[src/hdl/flash_rd_params.svh]
// Purpose: opcodes, field positions, reset values and counts of the read front end
// Assumes: included by its bare name
// Notes: definitions only
`ifndef FLASH_RD_PARAMS_SVH
`define FLASH_RD_PARAMS_SVH

// opcodes, taken one bit per clock on io line 0
`define OPC_DUAL_IO 8'hBB
`define OPC_QUAD_IO 8'hEB
`define OPC_WORD_IO 8'hE7
`define OPC_WRAP_SET 8'h77
`define OPC_MODE_RST 8'hFF

// continuous-mode byte fields
`define CMODE_SEL_HI 5
`define CMODE_SEL_LO 4
`define CMODE_ARM 2'h2

// wrap configuration fields and power-up values
`define WRAP_DIS_POS 4
`define WRAP_LEN_HI 6
`define WRAP_LEN_LO 5
`define WRAP_DIS_RST 1'h1
`define WRAP_LEN_RST 2'h0

// section masks within a 256-byte page
`define WRAP_MASK_8 6'h07
`define WRAP_MASK_16 6'h0F
`define WRAP_MASK_32 6'h1F
`define WRAP_MASK_64 6'h3F

// phase lengths in bits or clocks
`define ADDR_BITS 6'h18
`define MODE_BITS 6'h08
`define OPC_CLOCKS 6'h08
`define WRAP_SET_CLOCKS 6'h08
`define DUMMY_DUAL 6'h00
`define DUMMY_QUAD 6'h04
`define DUMMY_WORD 6'h02

`endif

[src/hdl/flash_rd_pkg.sv]
// Purpose: types shared by the read front end
// Assumes: nothing
// Notes: used as flash_rd_pkg::name
package flash_rd_pkg;

  // transaction phases
  typedef enum logic [2:0] {
    ST_IDLE, ST_OPC, ST_ADDR, ST_MODE, ST_DUMMY, ST_DATA, ST_WRAPCFG, ST_IGNORE
  } state_t;

  // the three multi-line read commands
  typedef enum logic [1:0] {
    CMD_DUAL, CMD_QUAD, CMD_WORD
  } cmd_t;

endpackage

[src/hdl/multi_io_read_front_end.sv]
// Purpose: dual and quad i/o read front end of a serial flash
// Assumes: memory answers rd_data for rd_addr within two clk cycles
// Notes: link clock is sampled by clk; mode 0/3, in on rise, out on fall
// Behaviour
// - BBh: address and data on two lines
// - mode byte follows address on same lines
// - select 10 skips next opcode byte
// - other select values need opcode again
// - low nibble of mode byte ignored
// - mode reset clears continuous mode
// - EBh: four lines, four dummy clocks
// - EBh refused without quad enable
// - E7h: even address, two dummy clocks
// - E7h refused without quad enable
// - wrap setting persists for quad reads
// - wrap returns to section start until deselect
// - store wrap disable and length bits
// - skipping keeps each command's own opcode
// - wrap disabled after reset
// - 77h: 24 dummy bits, eight wrap bits
// - reset: 8 quad or 16 dual clocks ones
`timescale 1ns/1ps
`default_nettype none
`include "flash_rd_params.svh"

module multi_io_read_front_end (
  // clock and reset
  input wire logic clk,
  input wire logic nrst,
  // serial link pins
  input wire logic cs_n,
  input wire logic sck,
  input wire logic io_line_0_in,
  input wire logic io_line_1_in,
  input wire logic io_line_2_in,
  input wire logic io_line_3_in,
  output logic io_line_0_out,
  output logic io_line_1_out,
  output logic io_line_2_out,
  output logic io_line_3_out,
  output logic io_line_0_oe,
  output logic io_line_1_oe,
  output logic io_line_2_oe,
  output logic io_line_3_oe,
  // status from the status register block
  input wire logic quad_enable_bit,
  // memory array port
  output logic [23:0] rd_addr,
  input wire logic [7:0] rd_data,
  // state shown to the rest of the chip
  output logic cont_mode_active,
  output logic wrap_disable_bit,
  output logic [1:0] wrap_length_field
);

  ////////////////////////////////////////////////////////////
  // helpers

  // bits moved per clock
  function automatic logic [5:0] lanes(input flash_rd_pkg::cmd_t c);
    lanes = (c == flash_rd_pkg::CMD_DUAL) ? 6'h02 : 6'h04;
  endfunction

  // clocks that carry a number of bits
  function automatic logic [5:0] clocks(input flash_rd_pkg::cmd_t c, input logic [5:0] bits);
    clocks = (c == flash_rd_pkg::CMD_DUAL) ? (bits >> 1) : (bits >> 2);
  endfunction

  // shift in one clock's bits, higher line is the more significant bit
  function automatic logic [23:0] shin(input flash_rd_pkg::cmd_t c, input logic [23:0] v,
                                       input logic [3:0] io);
    shin = (c == flash_rd_pkg::CMD_DUAL) ? {v[21:0], io[1:0]} : {v[19:0], io};
  endfunction

  // dummy clocks for each command
  function automatic logic [5:0] dummies(input flash_rd_pkg::cmd_t c);
    case (c)
      flash_rd_pkg::CMD_QUAD: dummies = `DUMMY_QUAD;
      flash_rd_pkg::CMD_WORD: dummies = `DUMMY_WORD;
      default: dummies = `DUMMY_DUAL;
    endcase
  endfunction

  ////////////////////////////////////////////////////////////
  // synchronised link

  logic cs_n_s;
  logic cs_fall;
  logic sck_rise;
  logic sck_fall;
  logic [3:0] io_s;

  link_sync u_sync (
    .clk(clk),
    .nrst(nrst),
    .cs_n_pin(cs_n),
    .sck_pin(sck),
    .io_pin({io_line_3_in, io_line_2_in, io_line_1_in, io_line_0_in}),
    .cs_n_s(cs_n_s),
    .cs_fall(cs_fall),
    .sck_rise(sck_rise),
    .sck_fall(sck_fall),
    .io_s(io_s)
  );

  ////////////////////////////////////////////////////////////
  // state

  flash_rd_pkg::state_t st_q; // phase of the transaction
  flash_rd_pkg::cmd_t cmd_q; // command in progress
  flash_rd_pkg::cmd_t cont_cmd_q; // implied command in continuous mode
  logic [5:0] cnt_q; // clocks spent in the phase
  logic [7:0] opc_q; // opcode bits so far
  logic [23:0] addr_q; // address bits so far
  logic [7:0] mode_q; // continuous-mode byte so far
  logic [7:0] wbits_q; // wrap bits so far
  logic cont_q; // continuous mode armed
  logic wrap_dis_q;
  logic [1:0] wrap_len_q;
  logic [23:0] rd_addr_q;
  logic [7:0] sh_q; // data byte being sent
  logic [1:0] beat_q; // clocks left in the current byte
  logic [3:0] out_q;
  logic [3:0] oe_q;

  logic [7:0] opc_full; // opcode including this clock's bit
  logic [7:0] mode_full; // mode byte including this clock's bits
  logic [23:0] mode_sh; // mode byte shifted at full width, trimmed below
  logic [7:0] wbits_full;
  logic [23:0] addr_full;
  logic last_opc;
  logic last_addr;
  logic last_mode;
  logic last_dummy;
  logic last_wrap;
  logic wrap_en;
  logic [23:0] next_addr;
  logic load_byte;

  assign opc_full = {opc_q[6:0], io_s[0]};
  assign addr_full = shin(cmd_q, addr_q, io_s);
  assign mode_sh = shin(cmd_q, {16'h0000, mode_q}, io_s);
  assign mode_full = mode_sh[7:0];
  assign wbits_full = {wbits_q[3:0], io_s};
  assign last_opc = (st_q == flash_rd_pkg::ST_OPC) && sck_rise && (cnt_q == `OPC_CLOCKS - 6'h01);
  assign last_addr = (st_q == flash_rd_pkg::ST_ADDR) && sck_rise
                     && (cnt_q == clocks(cmd_q, `ADDR_BITS) - 6'h01);
  assign last_mode = (st_q == flash_rd_pkg::ST_MODE) && sck_rise
                     && (cnt_q == clocks(cmd_q, `MODE_BITS) - 6'h01);
  assign last_dummy = (st_q == flash_rd_pkg::ST_DUMMY) && sck_rise
                      && (cnt_q == dummies(cmd_q) - 6'h01);
  assign last_wrap = (st_q == flash_rd_pkg::ST_WRAPCFG) && sck_rise
                     && (cnt_q == `WRAP_SET_CLOCKS - 6'h01);
  // wrap only touches the quad commands, dual stays linear
  assign wrap_en = !wrap_dis_q && (cmd_q != flash_rd_pkg::CMD_DUAL);
  assign load_byte = (st_q == flash_rd_pkg::ST_DATA) && sck_fall && (beat_q == 2'h0);

  addr_step u_step (
    .addr(rd_addr_q),
    .wrap_en(wrap_en),
    .wrap_len(wrap_len_q),
    .next(next_addr)
  );

  ////////////////////////////////////////////////////////////
  // phase sequencer; deselect always returns to idle
  always_ff @(posedge clk or negedge nrst)
  begin
    if (!nrst)
    begin
      st_q <= flash_rd_pkg::ST_IDLE;
      cmd_q <= flash_rd_pkg::CMD_DUAL;
      cnt_q <= 6'h00;
    end
    else if (cs_n_s)
    begin
      st_q <= flash_rd_pkg::ST_IDLE;
      cnt_q <= 6'h00;
    end
    else if (cs_fall)
    begin
      cnt_q <= 6'h00;
      if (cont_q)
      begin
        // address comes first, command implied
        st_q <= flash_rd_pkg::ST_ADDR;
        cmd_q <= cont_cmd_q;
      end
      else
        st_q <= flash_rd_pkg::ST_OPC;
    end
    else if (sck_rise)
    begin
      cnt_q <= cnt_q + 6'h01;
      case (st_q)
        flash_rd_pkg::ST_OPC:
        begin
          if (last_opc)
          begin
            cnt_q <= 6'h00;
            case (opc_full)
              `OPC_DUAL_IO:
              begin
                st_q <= flash_rd_pkg::ST_ADDR;
                cmd_q <= flash_rd_pkg::CMD_DUAL;
              end
              `OPC_QUAD_IO:
              begin
                // refused while quad lines are not enabled
                st_q <= quad_enable_bit ? flash_rd_pkg::ST_ADDR : flash_rd_pkg::ST_IGNORE;
                cmd_q <= flash_rd_pkg::CMD_QUAD;
              end
              `OPC_WORD_IO:
              begin
                st_q <= quad_enable_bit ? flash_rd_pkg::ST_ADDR : flash_rd_pkg::ST_IGNORE;
                cmd_q <= flash_rd_pkg::CMD_WORD;
              end
              `OPC_WRAP_SET:
              begin
                st_q <= flash_rd_pkg::ST_WRAPCFG;
                cmd_q <= flash_rd_pkg::CMD_QUAD;
              end
              // mode reset and all other opcodes are not ours
              default: st_q <= flash_rd_pkg::ST_IGNORE;
            endcase
          end
        end
        flash_rd_pkg::ST_ADDR:
        begin
          if (last_addr)
          begin
            st_q <= flash_rd_pkg::ST_MODE;
            cnt_q <= 6'h00;
          end
        end
        flash_rd_pkg::ST_MODE:
        begin
          if (last_mode)
          begin
            // the dual read goes straight to data
            st_q <= (dummies(cmd_q) == 6'h00) ? flash_rd_pkg::ST_DATA : flash_rd_pkg::ST_DUMMY;
            cnt_q <= 6'h00;
          end
        end
        flash_rd_pkg::ST_DUMMY:
        begin
          if (last_dummy)
          begin
            st_q <= flash_rd_pkg::ST_DATA;
            cnt_q <= 6'h00;
          end
        end
        flash_rd_pkg::ST_WRAPCFG:
        begin
          if (last_wrap)
            st_q <= flash_rd_pkg::ST_IGNORE;
        end
        // data, ignore and idle just wait for deselect
        default: cnt_q <= 6'h00;
      endcase
    end
  end

  ////////////////////////////////////////////////////////////
  // input shift registers, all but the address cleared at each selection
  always_ff @(posedge clk or negedge nrst)
  begin
    if (!nrst)
    begin
      opc_q <= 8'h00;
      addr_q <= 24'h000000;
      mode_q <= 8'h00;
      wbits_q <= 8'h00;
    end
    else if (cs_fall)
    begin
      opc_q <= 8'h00;
      mode_q <= 8'h00;
      wbits_q <= 8'h00;
    end
    else if (sck_rise)
    begin
      if (st_q == flash_rd_pkg::ST_OPC)
        opc_q <= opc_full;
      if (st_q == flash_rd_pkg::ST_ADDR)
        addr_q <= addr_full;
      if (st_q == flash_rd_pkg::ST_MODE)
        mode_q <= mode_full;
      if (st_q == flash_rd_pkg::ST_WRAPCFG)
        wbits_q <= wbits_full;
    end
  end

  ////////////////////////////////////////////////////////////
  // continuous mode; all-ones clocks land here as a select of 11,
  // so a mode reset needs no separate decoder
  always_ff @(posedge clk or negedge nrst)
  begin
    if (!nrst)
    begin
      cont_q <= 1'h0;
      cont_cmd_q <= flash_rd_pkg::CMD_DUAL;
    end
    else if (last_mode)
    begin
      // only the select pair counts, other bits are don't care
      cont_q <= (mode_full[`CMODE_SEL_HI:`CMODE_SEL_LO] == `CMODE_ARM);
      cont_cmd_q <= cmd_q;
    end
  end

  ////////////////////////////////////////////////////////////
  // wrap configuration, held until the next set command
  always_ff @(posedge clk or negedge nrst)
  begin
    if (!nrst)
    begin
      wrap_dis_q <= `WRAP_DIS_RST;
      wrap_len_q <= `WRAP_LEN_RST;
    end
    else if (last_wrap)
    begin
      wrap_dis_q <= wbits_full[`WRAP_DIS_POS];
      wrap_len_q <= wbits_full[`WRAP_LEN_HI:`WRAP_LEN_LO];
    end
  end

  ////////////////////////////////////////////////////////////
  // memory address: start at the given address, then step per byte
  always_ff @(posedge clk or negedge nrst)
  begin
    if (!nrst)
      rd_addr_q <= 24'h000000;
    else if (last_addr)
      rd_addr_q <= addr_full;
    else if (load_byte)
      rd_addr_q <= next_addr;
  end

  ////////////////////////////////////////////////////////////
  // data out on falling edges; drivers stay off until the first
  // data fall, which is the host's release point
  always_ff @(posedge clk or negedge nrst)
  begin
    if (!nrst)
    begin
      sh_q <= 8'h00;
      beat_q <= 2'h0;
      out_q <= 4'h0;
      oe_q <= 4'h0;
    end
    else if (st_q != flash_rd_pkg::ST_DATA)
    begin
      beat_q <= 2'h0;
      oe_q <= 4'h0;
    end
    else if (sck_fall)
    begin
      // dual uses lines 0 and 1 only
      oe_q <= (cmd_q == flash_rd_pkg::CMD_DUAL) ? 4'h3 : 4'hF;
      if (load_byte)
      begin
        sh_q <= rd_data << lanes(cmd_q);
        out_q <= (cmd_q == flash_rd_pkg::CMD_DUAL) ? {2'h0, rd_data[7:6]} : rd_data[7:4];
        beat_q <= (cmd_q == flash_rd_pkg::CMD_DUAL) ? 2'h3 : 2'h1;
      end
      else
      begin
        sh_q <= sh_q << lanes(cmd_q);
        out_q <= (cmd_q == flash_rd_pkg::CMD_DUAL) ? {2'h0, sh_q[7:6]} : sh_q[7:4];
        beat_q <= beat_q - 2'h1;
      end
    end
  end

  assign {io_line_3_out, io_line_2_out, io_line_1_out, io_line_0_out} = out_q;
  assign {io_line_3_oe, io_line_2_oe, io_line_1_oe, io_line_0_oe} = oe_q;
  assign rd_addr = rd_addr_q;
  assign cont_mode_active = cont_q;
  assign wrap_disable_bit = wrap_dis_q;
  assign wrap_length_field = wrap_len_q;

  ////////////////////////////////////////////////////////////
  // checks

  a_dual_two_lines:
    assert property (@(posedge clk) disable iff (!nrst)
      (cmd_q == flash_rd_pkg::CMD_DUAL) && (st_q == flash_rd_pkg::ST_DATA) |-> (oe_q[3:2] == 2'h0))
    else $error("dual read drives upper lines");

  a_oe_data_only:
    assert property (@(posedge clk) disable iff (!nrst)
      (oe_q != 4'h0) |-> $past(st_q) == flash_rd_pkg::ST_DATA)
    else $error("io driven outside data phase");

  a_cont_arm:
    assert property (@(posedge clk) disable iff (!nrst)
      cs_fall && cont_q |=> (st_q == flash_rd_pkg::ST_ADDR) && (cmd_q == $past(cont_cmd_q)))
    else $error("armed continuous mode did not skip opcode");

  a_cont_drop:
    assert property (@(posedge clk) disable iff (!nrst)
      last_mode && (mode_full[5:4] != 2'h2) |=> !cont_q)
    else $error("continuous mode kept after other select");

  a_low_nibble:
    assert property (@(posedge clk) disable iff (!nrst)
      last_mode |=> cont_q == ($past(mode_full[5:4]) == 2'h2))
    else $error("mode byte bits beyond select pair mattered");

  a_qe_refuse:
    assert property (@(posedge clk) disable iff (!nrst)
      last_opc && !quad_enable_bit && ((opc_full == 8'hEB) || (opc_full == 8'hE7)) && !cs_n_s
      |=> st_q == flash_rd_pkg::ST_IGNORE)
    else $error("quad read taken without quad enable");

  a_quad_dummy:
    assert property (@(posedge clk) disable iff (!nrst)
      (st_q == flash_rd_pkg::ST_DUMMY) && (cmd_q == flash_rd_pkg::CMD_QUAD) && sck_rise && !cs_n_s
      |=> (st_q == flash_rd_pkg::ST_DATA) == ($past(cnt_q) == 6'h03))
    else $error("quad read dummy count is not four");

  a_wrap_section:
    assert property (@(posedge clk) disable iff (!nrst)
      load_byte && wrap_en |=> rd_addr_q[23:6] == $past(rd_addr_q[23:6]))
    else $error("wrapped read left its section");

  a_linear_step:
    assert property (@(posedge clk) disable iff (!nrst)
      load_byte && !wrap_en |=> rd_addr_q == $past(rd_addr_q) + 24'h000001)
    else $error("linear read did not increment");

  a_wrap_store:
    assert property (@(posedge clk) disable iff (!nrst)
      last_wrap && !cs_n_s |=> {wrap_len_q, wrap_dis_q} == $past(wbits_full[6:4]))
    else $error("wrap bits not stored");

endmodule // multi_io_read_front_end

`default_nettype wire

[src/hdl/link_sync.sv]
// Purpose: brings the serial pins into the clk domain and finds clock edges
// Assumes: link clock period is many clk periods
// Notes: all pins share one delay, so data stays aligned to edges
`timescale 1ns/1ps
`default_nettype none

module link_sync (
  // clock and reset
  input wire logic clk,
  input wire logic nrst,
  // raw pins
  input wire logic cs_n_pin,
  input wire logic sck_pin,
  input wire logic [3:0] io_pin,
  // synchronised view
  output logic cs_n_s,
  output logic cs_fall,
  output logic sck_rise,
  output logic sck_fall,
  output logic [3:0] io_s
);

  logic [5:0] meta_q; // first stage, read only by sync_q
  logic [5:0] sync_q; // {cs_n, sck, io[3:0]}
  logic sck_prev_q;
  logic cs_prev_q;

  ////////////////////////////////////////////////////////////
  // two-stage synchroniser, idle levels at reset; sck idles low (mode 0)
  // so no false clock edge follows reset
  always_ff @(posedge clk or negedge nrst)
  begin
    if (!nrst)
    begin
      meta_q <= 6'h20;
      sync_q <= 6'h20;
    end
    else
    begin
      meta_q <= {cs_n_pin, sck_pin, io_pin};
      sync_q <= meta_q;
    end
  end

  // previous levels for edge finding
  always_ff @(posedge clk or negedge nrst)
  begin
    if (!nrst)
    begin
      sck_prev_q <= 1'h0;
      cs_prev_q <= 1'h1;
    end
    else
    begin
      sck_prev_q <= sync_q[4];
      cs_prev_q <= sync_q[5];
    end
  end

  assign cs_n_s = sync_q[5];
  assign cs_fall = cs_prev_q & ~sync_q[5];
  assign sck_rise = sync_q[4] & ~sck_prev_q;
  assign sck_fall = ~sync_q[4] & sck_prev_q;
  assign io_s = sync_q[3:0];

endmodule // link_sync

`default_nettype wire

[src/hdl/addr_step.sv]
// Purpose: next read address, linear or wrapped inside an aligned section
// Assumes: combinational, used once per byte
// Notes: linear step rolls over at the top of the 24-bit space
`timescale 1ns/1ps
`default_nettype none
`include "flash_rd_params.svh"

module addr_step (
  // current address and wrap setting
  input wire logic [23:0] addr,
  input wire logic wrap_en,
  input wire logic [1:0] wrap_len,
  // following address
  output logic [23:0] next
);

  logic [5:0] mask; // bits that move inside the section
  logic [5:0] low_inc;

  // section size from the length field, aligned to itself
  always_comb
  begin
    case (wrap_len)
      2'h0: mask = `WRAP_MASK_8;
      2'h1: mask = `WRAP_MASK_16;
      2'h2: mask = `WRAP_MASK_32;
      default: mask = `WRAP_MASK_64;
    endcase
  end

  assign low_inc = addr[5:0] + 6'h01;

  // wrapped: upper bits frozen, low bits roll inside the mask
  assign next = wrap_en ? {addr[23:6], (addr[5:0] & ~mask) | (low_inc & mask)}
                        : addr + 24'h000001;

endmodule // addr_step

`default_nettype wire

[config.mk]
export PLATFORM = sky130hd
export DESIGN_NAME = multi_io_read_front_end
export DESIGN_NICKNAME = d
export VERILOG_FILES = /design/src/hdl/flash_rd_pkg.sv /design/src/hdl/multi_io_read_front_end.sv /design/src/hdl/link_sync.sv /design/src/hdl/addr_step.sv
export VERILOG_INCLUDE_DIRS = /design/src /design/src/hdl
export SDC_FILE = /design/constraint.sdc
export NUM_CORES = 1
export LEC_CHECK = 0
export ABC_AREA = 1
export BUFFER_PORTS_ARGS = -buffer_cell sky130_fd_sc_hd__buf_2
export CORE_MARGIN = 5
export CORE_UTILIZATION = 38
export DETAILED_ROUTE_END_ITERATION = 12
export PLACE_DENSITY_LB_ADDON = 0.2
export SLEW_MARGIN = 0
export SYNTH_ARGS = -nofsm -noshare
export SYNTH_HDL_FRONTEND = slang
export SYNTH_SLANG_ARGS = --single-unit
[constraint.sdc]
create_clock -name clk -period 2.8 [get_ports clk]
set_clock_uncertainty 0.15 [all_clocks]
set_input_delay 0.14 -clock clk [delete_from_list [all_inputs] [get_ports clk]]
set_output_delay 0.14 -clock clk [all_outputs]
set_load 0.01 [all_outputs]
**Word level (Yosys, flattened, before mapping)**

Index checks and enable logic that the tools add are counted.

- Flip-flop bits (word level): 109
- Bits of input ports: 17
- Output and inout port bits: 36
- Logic and storage cells: 170

- Add/subtract/negate cells: 7
- Eq/ne operators: 27
- Shifts and indexed selects: 2
- Mux-type cells: 62
- Bitwise gates (word level): 12
- Reduce and logical (&&, ||, !) cells: 39

Operators with widths:

| cell | number |
|---|---|
| $mux W24 | 4 |
| $mux W6 | 13 |
| $mux W3 | 14 |
| $mux W4 | 10 |
| $pmux W6 S5 | 1 |
| $add A24 B1 Y24 const B | 1 |
| $eq A8 B8 Y1 const B | 3 |
| $mux W7 | 3 |
| $mux W2 | 10 |
| $ne A4 B3 Y1 const B | 5 |
| $eq A6 B6 Y1 | 3 |
| $pmux W6 S3 | 1 |
| $reduce_bool A2 Y1 | 8 |
| $pmux W3 S5 | 1 |
| $logic_and A1 B1 Y1 | 13 |
| $add A6 B1 Y6 const B | 2 |
| $and A6 B6 Y6 | 2 |
| $reduce_and A2 Y1 | 5 |
| $eq A3 B3 Y1 const B | 3 |
| $pmux W3 S3 | 1 |
| $eq A8 B7 Y1 const B | 1 |
| $mux W8 | 1 |
| $shl A8 B3 Y8 | 1 |
| $shl A8 B6 Y8 | 1 |
| 29 further kinds | 42 |

**Logic depth before layout (Yosys ltp)**

Gate-level depths: netlist (run 1).

- Depth in word-level cells: 17
- Gate-level depth with buffers: 16

**Cells and area by module**

Synthesis (run 1) repeated with hierarchy kept, for this count alone.

- Cells, all modules: 782
- Area total of the unflattened synthesis: 5970.7 µm²

By module, submodules not included:

| module | instances | cells each | area an instance (µm²) |
|---|---|---|---|
| multi_io_read_front_end | 1 | 618 | 4799.6 |
| addr_step | 1 | 140 | 764.5 |
| link_sync | 1 | 24 | 406.6 |

**Worst setup path after synthesis (run 1)**

No wires, ideal clock.

- Path kind: register to register
- Start: register cmd_q[0]
- End: register rd_addr_q[9] (netlist: rd_addr[9])
- Arrival time: 1680 ps
- Data required time: 2528 ps
- Path slack: 848 ps
- Cell stages (with the launch flop): 15
- Buffers on the path: 3
- Cell sequence: dfrtp_1 inv_1 ha_1 buf_4 inv_2 nand2_1 nand2_1 nor2_1 nand3_2 buf_6 o21ai_4 buf_6 o21ai_2 a21oi_2 a21oi_1

- Longest elaborated chain between the ends: 7

Ends and longest elaborated chain:

| element | line | text |
|---|---|---|
| from (decl) | multi_io_read_front_end.sv:110 | `flash_rd_pkg::cmd_t cmd_q;` |
| from (signal assigned) | multi_io_read_front_end.sv:172 | `cmd_q <= flash_rd_pkg::CMD_DUAL;` |
| from (signal assigned) | multi_io_read_front_end.sv:187 | `cmd_q <= cont_cmd_q;` |
| from (signal assigned) | multi_io_read_front_end.sv:205 | `cmd_q <= flash_rd_pkg::CMD_DUAL;` |
| $logic_not A2 Y1 | multi_io_read_front_end.sv:66, multi_io_read_front_end.sv:72 |  |
| $mux W4 | multi_io_read_front_end.sv:66 | `clocks = (c == flash_rd_pkg::CMD_DUAL) ? (bits >> 1) : (bits >> 2);` |
| $sub A4 B1 Y5 | multi_io_read_front_end.sv:147 | `` && (cnt_q == clocks(cmd_q, `ADDR_BITS) - 6'h01); `` |
| $eq A6 B6 Y1 | multi_io_read_front_end.sv:147 |  |
| $logic_and A1 B1 Y1 | multi_io_read_front_end.sv:146 | `assign last_addr = (st_q == flash_rd_pkg::ST_ADDR) && sck_rise` |
| $ne A2 B2 Y1 (no line) or $reduce_bool A2 Y1 (tied branches) | - |  |
| $reduce_and A2 Y1 (no line) | - |  |
| to (signal assigned) | multi_io_read_front_end.sv:335 | `rd_addr_q <= addr_full;` |
| to (signal assigned) | multi_io_read_front_end.sv:337 | `rd_addr_q <= next_addr;` |
| to (decl) | multi_io_read_front_end.sv:120 | `logic [23:0] rd_addr_q;` |

Parallel ways exist; a longest one is shown, timed or not.
A chain may end at the register's enable or synchronous reset.

**Worst setup path in the final report (run 1)**

- Start: register cmd_q[0]
- End: register rd_addr_q[17] (netlist: rd_addr[17])

The elaborated chain is that of the path after synthesis.

==> out/results.md, run 1 <==
### Status
* **status** finished, final reports clean

### Synthesis
* **dominant combinational cell family by area after synthesis** simple AND/OR/NAND/NOR gates
* **sequential-to-total area share from yosys stat** 45.1%
* **list of most frequent post-synthesis cells** sky130_fd_sc_hd__nand2_1, sky130_fd_sc_hd__inv_1, sky130_fd_sc_hd__dfrtp_1, sky130_fd_sc_hd__o21ai_0, sky130_fd_sc_hd__nor2_1
* **Post-synth EDFFs** 0
* **area fraction in and, or, nand and nor cells after synthesis** 26.3%
* **Post-Synthesis Cells** 801
* **average cell area after synthesis** 7.42 µm²
* **top_reg_cell synth** sky130_fd_sc_hd__dfrtp_1
* **proportion of register bits with asynchronous set or reset after synthesis** 100%
* **Post-Synthesis Net Count** 823
* **leading cell type by number of instances after synthesis** sky130_fd_sc_hd__nand2_1
* **main area contributors after synthesis** sky130_fd_sc_hd__dfrtp_1, sky130_fd_sc_hd__nand2_1, sky130_fd_sc_hd__o21ai_0
* **number of warning messages in the yosys log** 0
* **share of the synthesized netlist area taken by xor and xnor gates** 0.884%
* **post-synthesis mux area share** 0.379%
* **area of the mapped netlist** 5950 µm²
* **adder-cell area share of the yosys netlist** 1.05%
* **compound-gate portion of the synthesized area** 16.2%
* **post-synth cell types** 45
* **post-synth top area share** 43.4%
* **number of register bits inferred by synthesis** 107
* **leading area contributor after synthesis** sky130_fd_sc_hd__dfrtp_1

### Setup path
* **worst-path maximum fanout** 23
* **CP arrival** 2.50 ns
* **crit start category** flop
* **WP data required** 2.89 ns
* **endpoint type of the worst setup path** flop
* **Reg2Reg Depth** 12
* **WS Path Type** flop to flop

### CTS
* **clock insertion delay at the later pin of the skew report** 0.35 ns
* **H-tree levels** 3
* **clk root buf** sky130_fd_sc_hd__clkbuf_16
* **TritonCTS clock tree** built
* **clk buf depth** 2
* **Clock Sink Count** 107
* **TritonCTS buffer count** 9
* **CTS clk-pin slew, worst paths** 0.07 ns

### Floorplanning
* **width of the chip** 135 µm
* **placeable core region** 15300 µm²
* **# rows** 45
* **Top Ports** 53
* **Die Y** 135 µm
* **effective utilization at floorplan** 39.0%
* **die area** 18200 µm²

### Place
* **cell area after placement** 6420 µm²
* **post-DP HPWL** 10.4 mm
* **Cells after DPL** 1049
* **global placement routability congestion** 0.884
* **count of port buffers added during placement** 52

### Timing
* **headroom to the max-slew limit** 55.7%
* **setup_tns** 0 ns
* **measured slew at the worst slew-check pin** 0.658 ns
* **fin crit share** 86.0%
* **RSZ-0062 raised after global routing** no
* **timing-limited maximum frequency** 415 MHz
* **endpoints failing hold** 0
* **fin crit period** 2.41 ns
* **count of final setup violators** 0
* **pins over their slew limit** 0

### Global route
* **wire length of the first global-routing pass** 24.0 mm
* **antenna violations before repair** 0
* **pin count of the biggest net entering global routing** 88
* **vias in the first global route** 4820
* **aggregate global routing overflow** 0
* **Total GRT Usage** 16.2%

### Cells and area
* **number of nets in the finished design** 882
* **share of layout cells above drive strength 1** 14.5%
* **ANT cells** 0
* **post-route cell area** 6850 µm²
* **Layout Cells excl Fill** 1076
* **growth of design area from synthesis to finish** 15.3%

### Drt
* **drt drc** 0
* **aggregate routed wire length** 14.3 mm
* **initial drt markers** 366
* **antenna-violating nets left** 0
* **detailed-router iteration count before antenna repair** 5
* **post-DR wirelength/cell** 13.3 µm
* **Vias per Instance** 4.90
* **total vias in the final route** 5270

### Hold path
* **cell depth of the worst hold path** 3
* **type of the tightest min-delay check** input port to flop

### Pwr
* **worst vdd ir** 261 µV
* **leakage power** 0.00322 µW
* **power density over the cells** 511 nW/µm²

### Job
* **number of max-capacitance violations reported** 0

power by group:
| part | total [µW] | switching, µW | internal, µW |
|---|---|---|---|
| sequential | 1740 | 92.9 | 1640 |
| combinational | 388 | 242 | 146 |
| clock | 1370 | 565 | 810 |
| total | 3500 | 900 | 2600 |
repair_timing:
| action | CTS | global route |
|---|---|---|
| hold endpoints to repair | 117 | 0 |
| setup buffers | 0 | 0 |
| hold buffers | 11 | 0 |
| resized for setup | 0 | 0 |
stage by stage:
stage | power (µW) | utilization [%] | hold slack, ns | setup WS [ns]
global route | 3670 | 44.9 | 0.0292 | 0.153
finish | 3500 | 44.9 | 0.0280 | 0.391
detailed placement | 2140 | 42.1 | -0.0986 | 0.382
global placement | 2140 | 42.1 | -0.101 | 0.452
CTS | 3540 | 44.9 | 0.0151 | 0.374
floorplan | 1970 | - | -0.306 | 0.848
worst max-delay path: stages (launching register included):
cell and delay, ns:
sky130_fd_sc_hd__dfrtp_1 0.37, sky130_fd_sc_hd__inv_1 0.10, sky130_fd_sc_hd__ha_1 0.26, sky130_fd_sc_hd__inv_2 0.17
sky130_fd_sc_hd__nand2_1 0.11, sky130_fd_sc_hd__nand2_1 0.05, sky130_fd_sc_hd__nor2_1 0.17, sky130_fd_sc_hd__nand3_2 0.18
sky130_fd_sc_hd__o21ai_4 0.27, sky130_fd_sc_hd__buf_4 0.27, sky130_fd_sc_hd__nand2_1 0.07, sky130_fd_sc_hd__inv_1 0.07
sky130_fd_sc_hd__a22oi_2 0.05
metal layers:
metal	global-route usage [%]	share of wire [%]
met1	24.3	50
met3	2.50	5.8
met4	5.60	1.5
met5	0	0
met2	23.6	43
cell usage in the layout, fill, tap and decap left out, types with 4 or more instances in the layout:
cell type,n
sky130_fd_sc_hd__nand2_1,218
sky130_fd_sc_hd__inv_1,105
sky130_fd_sc_hd__dfrtp_1,103
sky130_fd_sc_hd__o21ai_0,97
sky130_fd_sc_hd__nor2_1,67
sky130_fd_sc_hd__buf_2,51
sky130_fd_sc_hd__nand3_1,50
sky130_fd_sc_hd__a21oi_1,28
sky130_fd_sc_hd__inv_2,15
sky130_fd_sc_hd__nor3_1,11
sky130_fd_sc_hd__dlygate4sd3_1,11
sky130_fd_sc_hd__clkbuf_16,9
sky130_fd_sc_hd__buf_4,9
sky130_fd_sc_hd__o211ai_1,7
sky130_fd_sc_hd__nand2_2,6
sky130_fd_sc_hd__o21ai_1,6
sky130_fd_sc_hd__a31oi_1,5
sky130_fd_sc_hd__o22ai_1,5
sky130_fd_sc_hd__xor2_1,5
sky130_fd_sc_hd__ha_1,5
sky130_fd_sc_hd__a21oi_2,4
sky130_fd_sc_hd__dfstp_2,4
final timing paths:
kind / start / endpoint / slack [ns]
setup reg to reg: cmd_q[0] / rd_addr[17] / 0.39
setup / recovery: cmd_q[0] / rd_addr[17] / 0.39
min in group asynchronous: nrst / rd_addr[2] / 0.07
max in group asynchronous: nrst / rd_addr[13] / 1.69
hold / removal: rd_data[5] / out_q[1] / 0.03
hold reg to reg: u_sync.meta_q[1] / u_sync.sync_q[1] / 0.20
layout make-up:
cell class,count,area (µm²)
Multi-Input combinational cell,549,2660
Sequential cell,107,2680
Inverter,120,450
Clock inverter,4,73.8
Clock buffer,12,246
Fill cell,1567,8400
Tap cell,211,264
Timing Repair Buffer,73,473
sequential cells by signal (all words and copies together) (netlist names), 3 cells and up, named ones only:
name,flops
opc_q,7
sh_q,8
out_q,4
wbits_q,3
mode_q,4
cnt_q,6
st_q,3
addr_q,22
u_sync.sync_q,6
u_sync.meta_q,6
rd_addr,21
logic make-up after synthesis:
kind of cell               after synthesis
AOI/OAI and AO/OA                      169
xor gates and xnor gates                 6
adders and majority gates                5
buffers and inverters                  145
DFF                                    107
muxes                                    2
and+or+nand+nor                        367
No activity file was read; power rests on OpenSTA's default activity.
==> run 2, diff against run 1 <==
==> constraint.sdc (replaced) <==
create_clock -name clk -period 2.8 [get_ports clk]
set_clock_uncertainty 0.15 [all_clocks]
set_input_delay 0.7 -clock clk [delete_from_list [all_inputs] [get_ports clk]]
set_output_delay 0.7 -clock clk [all_outputs]
set_load 0.01 [all_outputs]
==> run 2 against run 1 <==
Compared with the run above: count of clock-buffer cells in the layout decreased by 2; sequential power is essentially flat; total power fell by 0.26%.
==> out/results.md, run 2 (same netlist as run 1, synthesis figures left out) <==
### Setup path
* **crit start category** flop
* **worst-path maximum fanout** 26
* **endpoint type of the worst setup path** flop
* **CP arrival** 2.64 ns
* **Reg2Reg Depth** 12
* **WS Path Type** flop to flop
* **WP data required** 2.89 ns

### Cells and area
* **largest register by flop count** addr_q
* **most common library cell in the layout ignoring fill and taps** sky130_fd_sc_hd__nand2_1
* **number of flip-flops under the largest register name** 22
* **growth of design area from synthesis to finish** 13.4%
* **post-route cell area** 6750 µm²
* **commonest cells after routing, fill and taps aside** sky130_fd_sc_hd__nand2_1, sky130_fd_sc_hd__inv_1, sky130_fd_sc_hd__dfrtp_1, sky130_fd_sc_hd__o21ai_0, sky130_fd_sc_hd__nor2_1
* **number of fill cells in the layout** 1588
* **number of nets in the finished design** 873
* **ANT cells** 0
* **Layout Cells excl Fill** 1067
* **share of layout cells above drive strength 1** 15.0%

### Global route
* **Total GRT Usage** 16.5%
* **pin count of the biggest net entering global routing** 108
* **antenna violations before repair** 0
* **aggregate global routing overflow** 0
* **wire length of the first global-routing pass** 24.5 mm
* **vias in the first global route** 4896

### CTS
* **CTS clk-pin slew, worst paths** 0.07 ns
* **clock insertion delay at the later pin of the skew report** 0.36 ns
* **CTS Hold Buffers Added** 0
* **clk buf depth** 2
* **post-CTS setup buffers** 0
* **Clock Sink Count** 107
* **TritonCTS buffer count** 9
* **PostCTS Resize Cnt** 0
* **TritonCTS clock tree** built
* **clk root buf** sky130_fd_sc_hd__clkbuf_16
* **H-tree levels** 3

### Timing
* **headroom to the max-slew limit** 55.9%
* **fin crit share** 91.1%
* **fin crit period** 2.55 ns
* **measured slew at the worst slew-check pin** 0.654 ns
* **final setup margin** 0.249 ns
* **setup_tns** 0 ns
* **timing-limited maximum frequency** 392 MHz
* **count of final setup violators** 0
* **endpoints failing hold** 0
* **pins over their slew limit** 0
* **RSZ-0062 raised after global routing** yes
* **hold slack** 0.201 ns

### Floorplanning
* **placeable core region** 15300 µm²
* **width of the chip** 135 µm
* **effective utilization at floorplan** 39.0%
* **# rows** 45
* **die area** 18200 µm²
* **Die Y** 135 µm
* **Top Ports** 53

### Place
* **cell area after placement** 6430 µm²
* **post-DP HPWL** 10.3 mm
* **count of port buffers added during placement** 52
* **Cells after DPL** 1051
* **Post-Place Setup Slack** 0.272 ns
* **global placement routability congestion** 0.855

### Drt
* **met2 routed wirelength** 5.99 mm
* **drt drc** 0
* **post-DR wirelength/cell** 13.4 µm
* **routed length on met1** 7.49 mm
* **aggregate routed wire length** 14.3 mm
* **total vias in the final route** 5144
* **met3 wire len** 550 µm
* **antenna-violating nets left** 0
* **initial drt markers** 339
* **highest routed layer** met4
* **Vias per Instance** 4.82
* **detailed-router iteration count before antenna repair** 5

### Job
* **number of max-capacitance violations reported** 0

### Pwr
* **leakage power** 0.00316 µW
* **power density over the cells** 517 nW/µm²
* **worst vdd ir** 266 µV

### Hold path
* **type of the tightest min-delay check** flop to flop
* **cell depth of the worst hold path** 0

### Status
* **status** finished, final reports clean

[run 2: path summary, 6_finish.rpt]
kind	start	to	slack (ns)
min	u_sync.meta_q[1]	u_sync.sync_q[1]	0.20
max in group asynchronous	nrst	sh_q[0]	1.78
max reg2reg	cmd_q[0]	rd_addr[11]	0.25
max	cmd_q[0]	rd_addr[11]	0.25
min reg2reg	u_sync.meta_q[1]	u_sync.sync_q[1]	0.20
min in group asynchronous	nrst	u_sync.meta_q[1]	0.24
[run 2: critical path: stages (launching register included)]
cell	delay (ns)
sky130_fd_sc_hd__dfrtp_1	0.38
sky130_fd_sc_hd__inv_1	0.10
sky130_fd_sc_hd__ha_1	0.30
sky130_fd_sc_hd__inv_2	0.18
sky130_fd_sc_hd__nand2_1	0.12
sky130_fd_sc_hd__nand2_1	0.05
sky130_fd_sc_hd__nor2_1	0.16
sky130_fd_sc_hd__nand3_2	0.20
sky130_fd_sc_hd__o21ai_4	0.31
sky130_fd_sc_hd__buf_4	0.27
sky130_fd_sc_hd__o21ai_2	0.07
sky130_fd_sc_hd__a21oi_2	0.09
sky130_fd_sc_hd__a21oi_1	0.04
[run 2: layout make-up]
cell class                      instances  area [µm²]  share of cell area [%]
Clock buffer                           10         229                    3.39
Clock inverter                          6        90.1                    1.34
Inverter                              120         450                    6.68
Multi-Input combinational cell        549        2660                    39.5
Sequential cell                       107        2680                    39.8
Tap cell                              211         264                    3.91
Timing Repair Buffer                   64         365                    5.42
[run 2: where the power goes]
part | switching (µW) | total (µW) | internal (µW) | leakage (µW)
sequential | 90.7 | 1730 | 1640 | 0.00141
combinational | 232 | 368 | 136 | 0.00161
clock | 603 | 1390 | 785 | 0.000141
[run 2: per-layer routing]
layer	GRT usage [%]	vias to the layer above
met4	5.82	0
met5	0	-
met1	25.1	2355
met3	2.50	17
met2	23.7	100
li1	-	2672
[run 2: through the flow]
stage,total power (µW),utilization (%)
final,3490,44.2
after global routing,3660,44.2
after CTS,3540,44.2
after detailed placement,2140,42.1
after global placement,2140,42.1
after floorplan,1970,-
